[src/pkg/pfpc_regs.svh]
// Register offsets, field positions, reset values and timing counts of the pin controller
`ifndef PFPC_REGS_SVH
`define PFPC_REGS_SVH

// ----------------------------------------
// Sizes
// ----------------------------------------
`define PFPC_NUM_PINS 36
`define PFPC_ADDR_W 8

// ----------------------------------------
// Register byte offsets
// ----------------------------------------
`define PFPC_OFS_CTRL 8'h00
`define PFPC_OFS_STATUS 8'h04
`define PFPC_OFS_DATA_LO 8'h08
`define PFPC_OFS_DATA_HI 8'h0c
`define PFPC_OFS_DIR_LO 8'h10
`define PFPC_OFS_DIR_HI 8'h14
`define PFPC_OFS_PULL_LO 8'h18
`define PFPC_OFS_PULL_HI 8'h1c
`define PFPC_OFS_PORT_LO 8'h20
`define PFPC_OFS_PORT_HI 8'h24

// ----------------------------------------
// Control fields
// ----------------------------------------
`define PFPC_CTRL_EXT_INT_EN 0
`define PFPC_CTRL_EXT_INT_RISE 1
`define PFPC_CTRL_PGB0_OUT_MODE 2
`define PFPC_CTRL_PGB0_DATA 3
`define PFPC_CTRL_MASK 32'h0000000f

// ----------------------------------------
// Status fields
// ----------------------------------------
`define PFPC_STAT_BACKGROUND 0
`define PFPC_STAT_DEBUG_LINE 1

// ----------------------------------------
// Reset values
// ----------------------------------------
`define PFPC_CTRL_RST 32'h00000000
`define PFPC_VEC_RST 36'h000000000

// ----------------------------------------
// Timing and responses
// ----------------------------------------
`define PFPC_BIT_CYCLES 16
`define PFPC_RESP_OKAY 2'h0
`define PFPC_RESP_SLVERR 2'h2

`endif

[src/pkg/pfpc_pkg.sv]
// Types shared by the pin function and pull controller
package pfpc_pkg;

   // Boot mode chosen at reset release
   typedef enum logic [1:0] {
      BOOT_IN_RESET,
      BOOT_NORMAL,
      BOOT_BACKGROUND
   } pfpc_boot_t;

endpackage

[src/rtl/pfpc_pin_ctrl.sv]
// Pin function multiplexer, pull control and debug/mode-select pin handling
//
// Implementation choices: the address map and register access over AXI4-Lite.
`timescale 1ns/1ps
`include "pfpc_regs.svh"

module pfpc_pin_ctrl (
   // Clock and reset
   input wire logic clk_sys,
   input wire logic arst_n,
   // AXI4-Lite write address
   input wire logic [`PFPC_ADDR_W-1:0] s_axi_awaddr,
   input wire logic s_axi_awvalid,
   output logic s_axi_awready,
   // AXI4-Lite write data
   input wire logic [31:0] s_axi_wdata,
   input wire logic [3:0] s_axi_wstrb,
   input wire logic s_axi_wvalid,
   output logic s_axi_wready,
   // AXI4-Lite write response
   output logic [1:0] s_axi_bresp,
   output logic s_axi_bvalid,
   input wire logic s_axi_bready,
   // AXI4-Lite read
   input wire logic [`PFPC_ADDR_W-1:0] s_axi_araddr,
   input wire logic s_axi_arvalid,
   output logic s_axi_arready,
   output logic [31:0] s_axi_rdata,
   output logic [1:0] s_axi_rresp,
   output logic s_axi_rvalid,
   input wire logic s_axi_rready,
   // General-purpose pins
   input wire logic [`PFPC_NUM_PINS-1:0] gp_pin_in,
   output logic [`PFPC_NUM_PINS-1:0] gp_pin_out,
   output logic [`PFPC_NUM_PINS-1:0] gp_pin_oe,
   output logic [`PFPC_NUM_PINS-1:0] gp_pull_up_en,
   output logic [`PFPC_NUM_PINS-1:0] gp_pull_down_en,
   // Peripheral ownership
   input wire logic [`PFPC_NUM_PINS-1:0] periph_sel,
   input wire logic [`PFPC_NUM_PINS-1:0] periph_out,
   input wire logic [`PFPC_NUM_PINS-1:0] periph_oe,
   output logic [`PFPC_NUM_PINS-1:0] periph_in,
   // Keypad sensitivity of port_a_upper_nibble
   input wire logic [3:0] keypad_rising_sense,
   // External interrupt pin
   input wire logic ext_int_pin_in,
   output logic ext_int_pull_up_en,
   output logic ext_int_pull_down_en,
   output logic ext_int_level,
   // Shared debug / mode select pin
   input wire logic dbg_pin_in,
   output logic dbg_pin_out,
   output logic dbg_pin_oe,
   output logic dbg_pull_up_en,
   // Background debug controller side
   input wire logic bdc_drive_low,
   input wire logic bdc_speedup,
   output logic debug_line_in,
   output logic bdc_bit_tick,
   output logic boot_background
);

   // ----------------------------------------
   // Helper functions
   // ----------------------------------------
   function automatic logic [31:0] merge_bytes(input logic [31:0] old_val,
                                               input logic [31:0] new_val,
                                               input logic [3:0] strb);
      logic [31:0] res;
      res = old_val;
      for (int b = 0; b < 4; b++) begin
         if (strb[b]) begin
            res[b*8 +: 8] = new_val[b*8 +: 8];
         end
      end
      return res;
   endfunction

   function automatic logic [31:0] hi_word(input logic [`PFPC_NUM_PINS-1:0] v);
      return {28'h0000000, v[`PFPC_NUM_PINS-1:32]};
   endfunction

   // ----------------------------------------
   // State
   // ----------------------------------------
   pfpc_pkg::pfpc_boot_t boot_state, next_boot_state;
   logic [31:0] ctrl, next_ctrl;
   logic [`PFPC_NUM_PINS-1:0] port_data, next_port_data;
   logic [`PFPC_NUM_PINS-1:0] port_dir, next_port_dir;
   logic [`PFPC_NUM_PINS-1:0] pull_en, next_pull_en;
   logic aw_held, next_aw_held;
   logic [`PFPC_ADDR_W-1:0] aw_addr, next_aw_addr;
   logic w_held, next_w_held;
   logic [31:0] w_data, next_w_data;
   logic [3:0] w_strb, next_w_strb;
   logic bvalid, next_bvalid;
   logic [1:0] bresp, next_bresp;
   logic rvalid, next_rvalid;
   logic [1:0] rresp, next_rresp;
   logic [31:0] rdata, next_rdata;
   logic dbg_prev, next_dbg_prev;
   logic slot_active, next_slot_active;
   logic [3:0] slot_cnt, next_slot_cnt;
   logic bit_tick, next_bit_tick;
   logic [`PFPC_NUM_PINS-1:0] port_read;
   logic out_mode;
   logic link_live;

   // ----------------------------------------
   // Boot mode capture
   // ----------------------------------------
   // Flop resets to a constant; the pin is sampled at the first edge after release
   always_comb begin
      next_boot_state = boot_state;
      case (boot_state)
         pfpc_pkg::BOOT_IN_RESET: begin
            if (dbg_pin_in) begin
               next_boot_state = pfpc_pkg::BOOT_NORMAL;
            end else begin
               next_boot_state = pfpc_pkg::BOOT_BACKGROUND;
            end
         end
         pfpc_pkg::BOOT_NORMAL: next_boot_state = pfpc_pkg::BOOT_NORMAL;
         pfpc_pkg::BOOT_BACKGROUND: next_boot_state = pfpc_pkg::BOOT_BACKGROUND;
         default: next_boot_state = pfpc_pkg::BOOT_IN_RESET;
      endcase
   end

   always_ff @(posedge clk_sys or negedge arst_n) begin
      if (!arst_n) begin
         boot_state <= pfpc_pkg::BOOT_IN_RESET;
      end else begin
         boot_state <= next_boot_state;
      end
   end

   assign boot_background = (boot_state == pfpc_pkg::BOOT_BACKGROUND);
   assign link_live = (boot_state != pfpc_pkg::BOOT_IN_RESET);
   assign out_mode = ctrl[`PFPC_CTRL_PGB0_OUT_MODE] & link_live;

   // ----------------------------------------
   // Shared debug pin
   // ----------------------------------------
   // No drive at all until the mode level is caught
   always_comb begin
      dbg_pin_out = 1'b0;
      dbg_pin_oe = 1'b0;
      dbg_pull_up_en = 1'b1;
      if (out_mode) begin
         dbg_pin_out = ctrl[`PFPC_CTRL_PGB0_DATA];
         dbg_pin_oe = 1'b1;
         dbg_pull_up_en = 1'b0;
      end else if (link_live) begin
         // Low drive or speedup pulse, otherwise released to the pullup
         dbg_pin_out = bdc_speedup & ~bdc_drive_low;
         dbg_pin_oe = bdc_drive_low | bdc_speedup;
      end
   end

   assign debug_line_in = link_live & ~out_mode & dbg_pin_in;

   // ----------------------------------------
   // Debug bit slot timer
   // ----------------------------------------
   // A falling edge from either side opens a slot of fixed length
   always_comb begin
      next_dbg_prev = debug_line_in;
      next_slot_active = slot_active;
      next_slot_cnt = slot_cnt;
      next_bit_tick = 1'b0;
      if (dbg_prev && !debug_line_in && link_live && !out_mode && !slot_active) begin
         next_slot_active = 1'b1;
         next_slot_cnt = 4'h0;
      end else if (slot_active) begin
         next_slot_cnt = slot_cnt + 4'h1;
         if (slot_cnt == 4'(`PFPC_BIT_CYCLES - 1)) begin
            next_slot_active = 1'b0;
            next_bit_tick = 1'b1;
         end
      end
   end

   always_ff @(posedge clk_sys or negedge arst_n) begin
      if (!arst_n) begin
         dbg_prev <= 1'b1;
         slot_active <= 1'b0;
         slot_cnt <= 4'h0;
         bit_tick <= 1'b0;
      end else begin
         dbg_prev <= next_dbg_prev;
         slot_active <= next_slot_active;
         slot_cnt <= next_slot_cnt;
         bit_tick <= next_bit_tick;
      end
   end

   assign bdc_bit_tick = bit_tick;

   // ----------------------------------------
   // External interrupt pin
   // ----------------------------------------
   assign ext_int_level = ctrl[`PFPC_CTRL_EXT_INT_EN] & ext_int_pin_in;
   assign ext_int_pull_up_en = ctrl[`PFPC_CTRL_EXT_INT_EN] & ~ctrl[`PFPC_CTRL_EXT_INT_RISE];
   assign ext_int_pull_down_en = ctrl[`PFPC_CTRL_EXT_INT_EN] & ctrl[`PFPC_CTRL_EXT_INT_RISE];

   // ----------------------------------------
   // General-purpose pin multiplexer
   // ----------------------------------------
   for (genvar i = 0; i < `PFPC_NUM_PINS; i++) begin : g_pin
      logic as_input;
      logic pull_down_sel;
      assign gp_pin_out[i] = periph_sel[i] ? periph_out[i] : port_data[i];
      assign gp_pin_oe[i] = periph_sel[i] ? periph_oe[i] : port_dir[i];
      assign as_input = ~gp_pin_oe[i];
      assign periph_in[i] = gp_pin_in[i];
      // Direction bit, not the owner, picks what a port read returns
      assign port_read[i] = port_dir[i] ? port_data[i] : gp_pin_in[i];
      if (i >= 4 && i <= 7) begin : g_kpi
         assign pull_down_sel = periph_sel[i] & keypad_rising_sense[i-4];
      end else begin : g_plain
         assign pull_down_sel = 1'b0;
      end
      assign gp_pull_up_en[i] = pull_en[i] & as_input & ~pull_down_sel;
      assign gp_pull_down_en[i] = pull_en[i] & as_input & pull_down_sel;
   end

   // ----------------------------------------
   // AXI4-Lite register slave
   // ----------------------------------------
   assign s_axi_awready = ~aw_held & ~bvalid;
   assign s_axi_wready = ~w_held & ~bvalid;
   assign s_axi_arready = ~rvalid;
   assign s_axi_bvalid = bvalid;
   assign s_axi_bresp = bresp;
   assign s_axi_rvalid = rvalid;
   assign s_axi_rresp = rresp;
   assign s_axi_rdata = rdata;

   always_comb begin
      next_ctrl = ctrl;
      next_port_data = port_data;
      next_port_dir = port_dir;
      next_pull_en = pull_en;
      next_aw_held = aw_held;
      next_aw_addr = aw_addr;
      next_w_held = w_held;
      next_w_data = w_data;
      next_w_strb = w_strb;
      next_bvalid = bvalid;
      next_bresp = bresp;
      next_rvalid = rvalid;
      next_rresp = rresp;
      next_rdata = rdata;
      if (s_axi_awvalid && s_axi_awready) begin
         next_aw_held = 1'b1;
         next_aw_addr = s_axi_awaddr;
      end
      if (s_axi_wvalid && s_axi_wready) begin
         next_w_held = 1'b1;
         next_w_data = s_axi_wdata;
         next_w_strb = s_axi_wstrb;
      end
      if (bvalid && s_axi_bready) begin
         next_bvalid = 1'b0;
      end
      // Commit only once both halves are held
      if (aw_held && w_held) begin
         next_aw_held = 1'b0;
         next_w_held = 1'b0;
         next_bvalid = 1'b1;
         next_bresp = `PFPC_RESP_OKAY;
         case (aw_addr)
            `PFPC_OFS_CTRL: next_ctrl = merge_bytes(ctrl, w_data, w_strb) & `PFPC_CTRL_MASK;
            `PFPC_OFS_DATA_LO: next_port_data[31:0] = merge_bytes(port_data[31:0], w_data, w_strb);
            `PFPC_OFS_DATA_HI: next_port_data[35:32] = w_strb[0] ? w_data[3:0] : port_data[35:32];
            `PFPC_OFS_DIR_LO: next_port_dir[31:0] = merge_bytes(port_dir[31:0], w_data, w_strb);
            `PFPC_OFS_DIR_HI: next_port_dir[35:32] = w_strb[0] ? w_data[3:0] : port_dir[35:32];
            `PFPC_OFS_PULL_LO: next_pull_en[31:0] = merge_bytes(pull_en[31:0], w_data, w_strb);
            `PFPC_OFS_PULL_HI: next_pull_en[35:32] = w_strb[0] ? w_data[3:0] : pull_en[35:32];
            `PFPC_OFS_STATUS, `PFPC_OFS_PORT_LO, `PFPC_OFS_PORT_HI: begin
            end
            default: next_bresp = `PFPC_RESP_SLVERR;
         endcase
      end
      if (rvalid && s_axi_rready) begin
         next_rvalid = 1'b0;
      end
      if (s_axi_arvalid && s_axi_arready) begin
         next_rvalid = 1'b1;
         next_rresp = `PFPC_RESP_OKAY;
         case (s_axi_araddr)
            `PFPC_OFS_CTRL: next_rdata = ctrl;
            `PFPC_OFS_STATUS: next_rdata = {30'h00000000, debug_line_in, boot_background};
            `PFPC_OFS_DATA_LO: next_rdata = port_data[31:0];
            `PFPC_OFS_DATA_HI: next_rdata = hi_word(port_data);
            `PFPC_OFS_DIR_LO: next_rdata = port_dir[31:0];
            `PFPC_OFS_DIR_HI: next_rdata = hi_word(port_dir);
            `PFPC_OFS_PULL_LO: next_rdata = pull_en[31:0];
            `PFPC_OFS_PULL_HI: next_rdata = hi_word(pull_en);
            `PFPC_OFS_PORT_LO: next_rdata = port_read[31:0];
            `PFPC_OFS_PORT_HI: next_rdata = hi_word(port_read);
            default: begin
               next_rdata = 32'h00000000;
               next_rresp = `PFPC_RESP_SLVERR;
            end
         endcase
      end
   end

   always_ff @(posedge clk_sys or negedge arst_n) begin
      if (!arst_n) begin
         ctrl <= `PFPC_CTRL_RST;
         port_data <= `PFPC_VEC_RST;
         port_dir <= `PFPC_VEC_RST;
         pull_en <= `PFPC_VEC_RST;
         aw_held <= 1'b0;
         aw_addr <= 8'h00;
         w_held <= 1'b0;
         w_data <= 32'h00000000;
         w_strb <= 4'h0;
         bvalid <= 1'b0;
         bresp <= 2'h0;
         rvalid <= 1'b0;
         rresp <= 2'h0;
         rdata <= 32'h00000000;
      end else begin
         ctrl <= next_ctrl;
         port_data <= next_port_data;
         port_dir <= next_port_dir;
         pull_en <= next_pull_en;
         aw_held <= next_aw_held;
         aw_addr <= next_aw_addr;
         w_held <= next_w_held;
         w_data <= next_w_data;
         w_strb <= next_w_strb;
         bvalid <= next_bvalid;
         bresp <= next_bresp;
         rvalid <= next_rvalid;
         rresp <= next_rresp;
         rdata <= next_rdata;
      end
   end

endmodule

[config.mk]
export PLATFORM = sky130hd
export DESIGN_NAME = pfpc_pin_ctrl
export DESIGN_NICKNAME = d
export VERILOG_FILES = /design/src/pkg/pfpc_pkg.sv /design/src/rtl/pfpc_pin_ctrl.sv
export VERILOG_INCLUDE_DIRS = /design/src /design/src/pkg
export SDC_FILE = /design/constraint.sdc
export NUM_CORES = 1
export LEC_CHECK = 0
export ABC_AREA = 1
export BUFFER_PORTS_ARGS = -buffer_cell sky130_fd_sc_hd__buf_2
export CORE_MARGIN = 3
export CORE_UTILIZATION = 35
export CTS_CLUSTER_SIZE = 8
export DETAILED_ROUTE_END_ITERATION = 8
export GPL_ROUTABILITY_DRIVEN = 0
export PLACE_DENSITY = 0.59
export RECOVER_POWER = 25
export SYNTH_ARGS = -nofsm -noshare
export SYNTH_HDL_FRONTEND = slang
export SYNTH_SLANG_ARGS = --single-unit
[constraint.sdc]
create_clock -name clk_sys -period 3.6 [get_ports clk_sys]
set_input_delay 0.72 -clock clk_sys [delete_from_list [all_inputs] [get_ports clk_sys]]
set_output_delay 0.72 -clock clk_sys [all_outputs]
set_load 0.005 [all_outputs]
==> Word level (Yosys, flattened, before mapping) <==
Index checks and enable logic that the tools add are counted.
{ "word_totals": {"regBits": 205, "in_bits": 211, "out_inout_bits": 230, "elab_cells": 332} }
{ "classes": {"add_sub_neg": 1, "n_eq_ne": 21, "muxes": 134, "bitwise_logic": 105, "n_reduce_logical": 40} }
{ "op_table": {"columns": ["operator", "n"], "rows": [
  ["32-bit one-hot mux with 10 select lines", 1],
  ["1-bit 2-to-1 mux", 127],
  ["8-bit by 5-bit == test with 1-bit output (second input constant)", 8],
  ["1-bit bitwise AND", 57],
  ["3-bit AND reduction", 16],
  ["1-bit NOT", 47],
  ["8-bit by 4-bit == test with 1-bit output (second input constant)", 4],
  ["8-bit by 6-bit == test with 1-bit output (second input constant)", 4],
  ["10-bit OR reduction", 2],
  ["8-bit by 3-bit == test with 1-bit output (second input constant)", 2],
  ["8-bit logical NOT", 2],
  ["2-bit nonzero test", 6],
  ["1-bit logical AND", 10],
  ["4-bit 2-to-1 mux", 2],
  ["2-bit 2-to-1 mux", 3],
  ["2-bit one-hot mux with 3 select lines", 1],
  ["4-bit by 1-bit adder with 4-bit output (second input constant)", 1],
  ["4-bit == test (second input constant)", 1],
  ["1-bit logical NOT", 3],
  ["2-bit by 1-bit == test with 1-bit output (second input constant)", 1],
  ["2-bit == test (second input constant)", 1],
  ["2-bit logical NOT", 1],
  ["1-bit bitwise OR", 1]
]} }

==> Depth between registers and ports, before layout <==
{ "logic_depth": {"word_depth": 11, "mapped_depth": 11, "depth_no_buf": 9} }

==> Least setup slack after synthesis <==
Ideal clock, no wire load.
{ "synth_path": {"kind": "in2out", "from": "in periph_oe[4]", "to": "out gp_pull_up_en[4]", "t_arrival_ns": 1.301, "t_required_ns": 2.880, "slack_ns": 1.579, "cell_stages": 4, "path_buffers": 0, "path_cell_list": "nand2_1 > o21ai_0 > or2_2 > a21oi_1"} }
{ "synth_via": {"elab_chain_cells": 4} }
{ "synth_rtl": {"columns": ["element", "line_no", "rtl"], "rows": [
  ["start, declared", "pfpc_pin_ctrl.sv:41", "input wire logic [`PFPC_NUM_PINS-1:0] periph_oe,"],
  ["1-bit 2-to-1 mux", "pfpc_pin_ctrl.sv:213", "assign gp_pin_oe[i] = periph_sel[i] ? periph_oe[i] : port_dir[i];"],
  ["named net gp_pin_oe[4]", "pfpc_pin_ctrl.sv:35", "output logic [`PFPC_NUM_PINS-1:0] gp_pin_oe,"],
  ["1-bit NOT", "pfpc_pin_ctrl.sv:214", "assign as_input = ~gp_pin_oe[i];"],
  ["1-bit bitwise AND (2 in series)", "pfpc_pin_ctrl.sv:223", "assign gp_pull_up_en[i] = pull_en[i] & as_input & ~pull_down_sel;"],
  ["end, declared", "pfpc_pin_ctrl.sv:36", "output logic [`PFPC_NUM_PINS-1:0] gp_pull_up_en,"]
]} }
The timed path passes the listed nets, and every way through them passes these cells.

==> key figures <==
Worst setup path
  • Crit path buffers/inverters: 2
  • Crit path max-delay family: buffers and inverters
  • Crit. End Element: async pin
  • CP arrival: 3.03 ns
  • Slowest-stage cell, CP: clkbuf_2
  • Critical path, cell by cell: clkbuf_2, clkbuf_1
  • FF-to-FF path depth: 8
  • CP Data Required Time: 4.16 ns
  • Crit path launch type: input port
  • CP Class: in2async
  • Slowest stage delay, CP: about 1.6 ns
  • Crit path depth: 2
  • Critical Path Fanout Max: 89

Synthesis
  • Synth warn: 0
  • Mapped Area: approximately 11000 um2
  • Yosys reg bits: 203
  • Register area share after synthesis: a little under half
  • Yosys cell types: 37
  • Mapped Cells: between 1000 and 1500
  • Mapped Avg Cell Area: around 7.6 um2

Cells and area
  • Fillers: between 3000 and 4000
  • P&R area growth vs syn: 24.93%
  • Core Util, Final: 44.57%
  • Share of post-route cells with drive strength above 1: between 20 and 30%
  • Commonest non-fill, non-tap cell in the layout: buf_2
  • Final nets: 2025
  • Finished Cell Area: between 10000 and 15000 um2
  • Most frequent cells in the layout: buf_2 (405), nand2_1 (402), o21ai_0 (205)

Global route
  • Largest net degree at the start of global routing: 90
  • Initial antenna violation count: 2
  • Global-route wire length before repair: 54.74 mm
  • Vias in the first global route: 10180
  • GRT Util Overall: 20.20%
  • GR Overflow Total: 0

Die
  • Core area: approximately 31000 um2
  • Die H: around 180 um
  • Starting density of the core: 35.68%
  • Die Wd: 182.8 um
  • I/O pin cnt: 441
  • Total die area: about 33000 um2
  • Row Count: 64

Clock tree
  • Setup Buffers After CTS: 0
  • Clk buf depth: 3
  • CTS buffer count: 29
  • Worst-Skew Late Latency: about 0.52 ns
  • CTS tree: done
  • Number of buffers inserted by hold repair at cts: 0
  • CTS Root Cell: clkbuf_16
  • Clock slew at reported path FFs: around 0.05 ns
  • H-Tree Depth: 1
  • CTS sink count: between 200 and 250
  • Post-CTS resize count: 0

Drt
  • DRT antenna net count: 0
  • Wirelength per Cell: roughly 16 um
  • Vias per Instance: about 4.8
  • Drt pass-1 iters: 5
  • Routed vias: between 10000 and 15000
  • 1st-iter DRT viols: 604
  • # DRC: 0
  • WL final: roughly 35 mm

Power
  • Peak supply drop: about 240 uV
  • Pint: roughly 4700 uW
  • PD cells: just over 500 nW/um2
  • NetSw: 2271 uW
  • Leak: 0.007197 uW
  • Clk pwr share: 33.2%
  • Comb pwr share: approximately 24%
  • Sw Ratio: between 30 and 40%
  • Seq pwr share: a little over two fifths

Timing
  • Setup TNS: 0 ns
  • Fin. Hold Viols: 0
  • Slew Viols, Final: 88
  • Final period util: about two thirds
  • Crit path time final: 2.466 ns
  • Slew margin rel.: -56.06%
  • # setup viols final: 0
  • Tightest Pin Transition: 2.341 ns
  • Hold Slack: roughly 0.39 ns
  • Fmax: 405.5 MHz
  • Clock skew: approximately 0.0087 ns
  • Unrepaired setup endpoints after global routing: false

Outcome
  • Status: finished, violations left
  • Failing checks: capacitance limit, slew limit

Hold path
  • Worst hold stages: 2
  • Hold Crit Class: in2reg

Placement
  • Dpl cell area: ~13000 um2
  • Port Buffers: slightly above 400
  • Post-DP HPWL: between 20 and 30 mm

Flow run
  • MaxCap Viol Count: 1
[metal layers]
metal / up-vias / track usage [%] / part of all wire, %
met5: - / 0 / 0.045
met4: 2 / 4.687 / 1.8
li1: 5242 / - / -
met2: 382 / 34.82 / 48
met1: 4859 / 26.68 / 44
met3: 52 / 3.570 / 6.4
[worst reg2reg max path: stages, from the launching register on]
cell and delay (ns):
dfrtp_1 0.38, nor2_2 0.15, nand2_1 0.06, nor2_1 0.15, inv_2 0.10, nor2_2 0.23, nand2_1 0.53, nand2_1 0.25
o21ai_2 0.07
[state kept, by name, indices dropped and copies added, names as in the netlist, 2 cells and up]
| signal | cells |
|---|---|
| aw_addr | 8 |
| boot_state | 2 |
| ctrl | 4 |
| port_data | 36 |
| port_dir | 36 |
| pull_en | 36 |
| s_axi_rdata | 32 |
| slot_cnt | 4 |
| w_data | 32 |
| w_strb | 4 |
[cells by family (layout without fill, tap and decap cells)]
logic type | count (synthesis) | count (layout) | share of synthesized area, %
compound gates | 356 | 356 | 17.36
fa+ha+maj | 1 | 1 | 0.1143
buf+inv | 284 | 620 | 12.76
flops | 203 | 203 | 46.44
mux | 9 | 9 | 0.9263
other cells | 1 | 36 | 0.03427
simple gates | 591 | 591 | 22.37
[Yosys cell counts, drive strengths merged]
cell | number | share of area, %
or3 | 1 | 0.057
nand3b | 1 | 0.069
dfrtp | 202 | 46
nor3 | 2 | 0.091
nor2 | 122 | 4.9
inv | 176 | 6.0
nand3 | 43 | 2.1
or2 | 4 | 0.23
nand4 | 4 | 0.48
conb | 1 | 0.034
dfstp | 1 | 0.24
a22o | 1 | 0.080
clkbuf | 16 | 0.55
buf | 92 | 6.2
o21a | 1 | 0.069
mux2 | 9 | 0.93
ha | 1 | 0.11
o21ai | 300 | 15
a31oi | 1 | 0.057
nand2 | 414 | 14
a21oi | 51 | 2.3
o31ai | 1 | 0.069
a21boi | 1 | 0.069
[power by group through the flow]
stage	clock network, uW	registers [uW]	logic (uW)
2_1_floorplan	0	2940	1120
3_3_place_gp	0	2990	1690
3_5_place_dp	0	3000	1720
4_1_cts	2380	2960	1730
5_1_grt	2470	3010	1940
6_report	2320	2960	1700
[layout make-up]
| type | instances | area, um2 | area share [%] |
|---|---|---|---|
| clock buffer | 31 | 733.2 | 5.364 |
| multi-input combinational | 991 | 4591 | 33.58 |
| inverter | 176 | 660.6 | 4.833 |
| clock inverter | 1 | 5.005 | 0.03661 |
| sequential | 203 | 5081 | 37.17 |
| antenna | 2 | 5.005 | 0.03661 |
| tap | 396 | 495.5 | 3.625 |
| timing repair buffer | 412 | 2098 | 15.35 |
[metrics by stage]
stage | setup slack, ns | instances | total power, uW
floorplan | 1.579 | 1478 | 4057
finish | 1.134 | 2212 | 6977
global placement | 1.104 | 2178 | 4677
detailed placement | 1.056 | 2178 | 4719
CTS | 1.133 | 2210 | 7074
global route | 0.7001 | 2211 | 7420
[worst paths after layout]
kind / slack, ns / from / to
min in group asynchronous: 0.90 / arst_n / aw_addr[7]
max in group clk_sys: 1.20 / port_dir[4] / gp_pull_up_en[4]
worst max-delay path: 1.13 / arst_n / port_data[24]
worst min-delay path: 0.39 / dbg_pin_in / boot_state[1]
worst max register to register: 1.54 / aw_addr[7] / pull_en[12]
worst min register to register: 0.43 / boot_state[1] / boot_state[0]
Note: power is estimated with default switching activity, not from simulation.
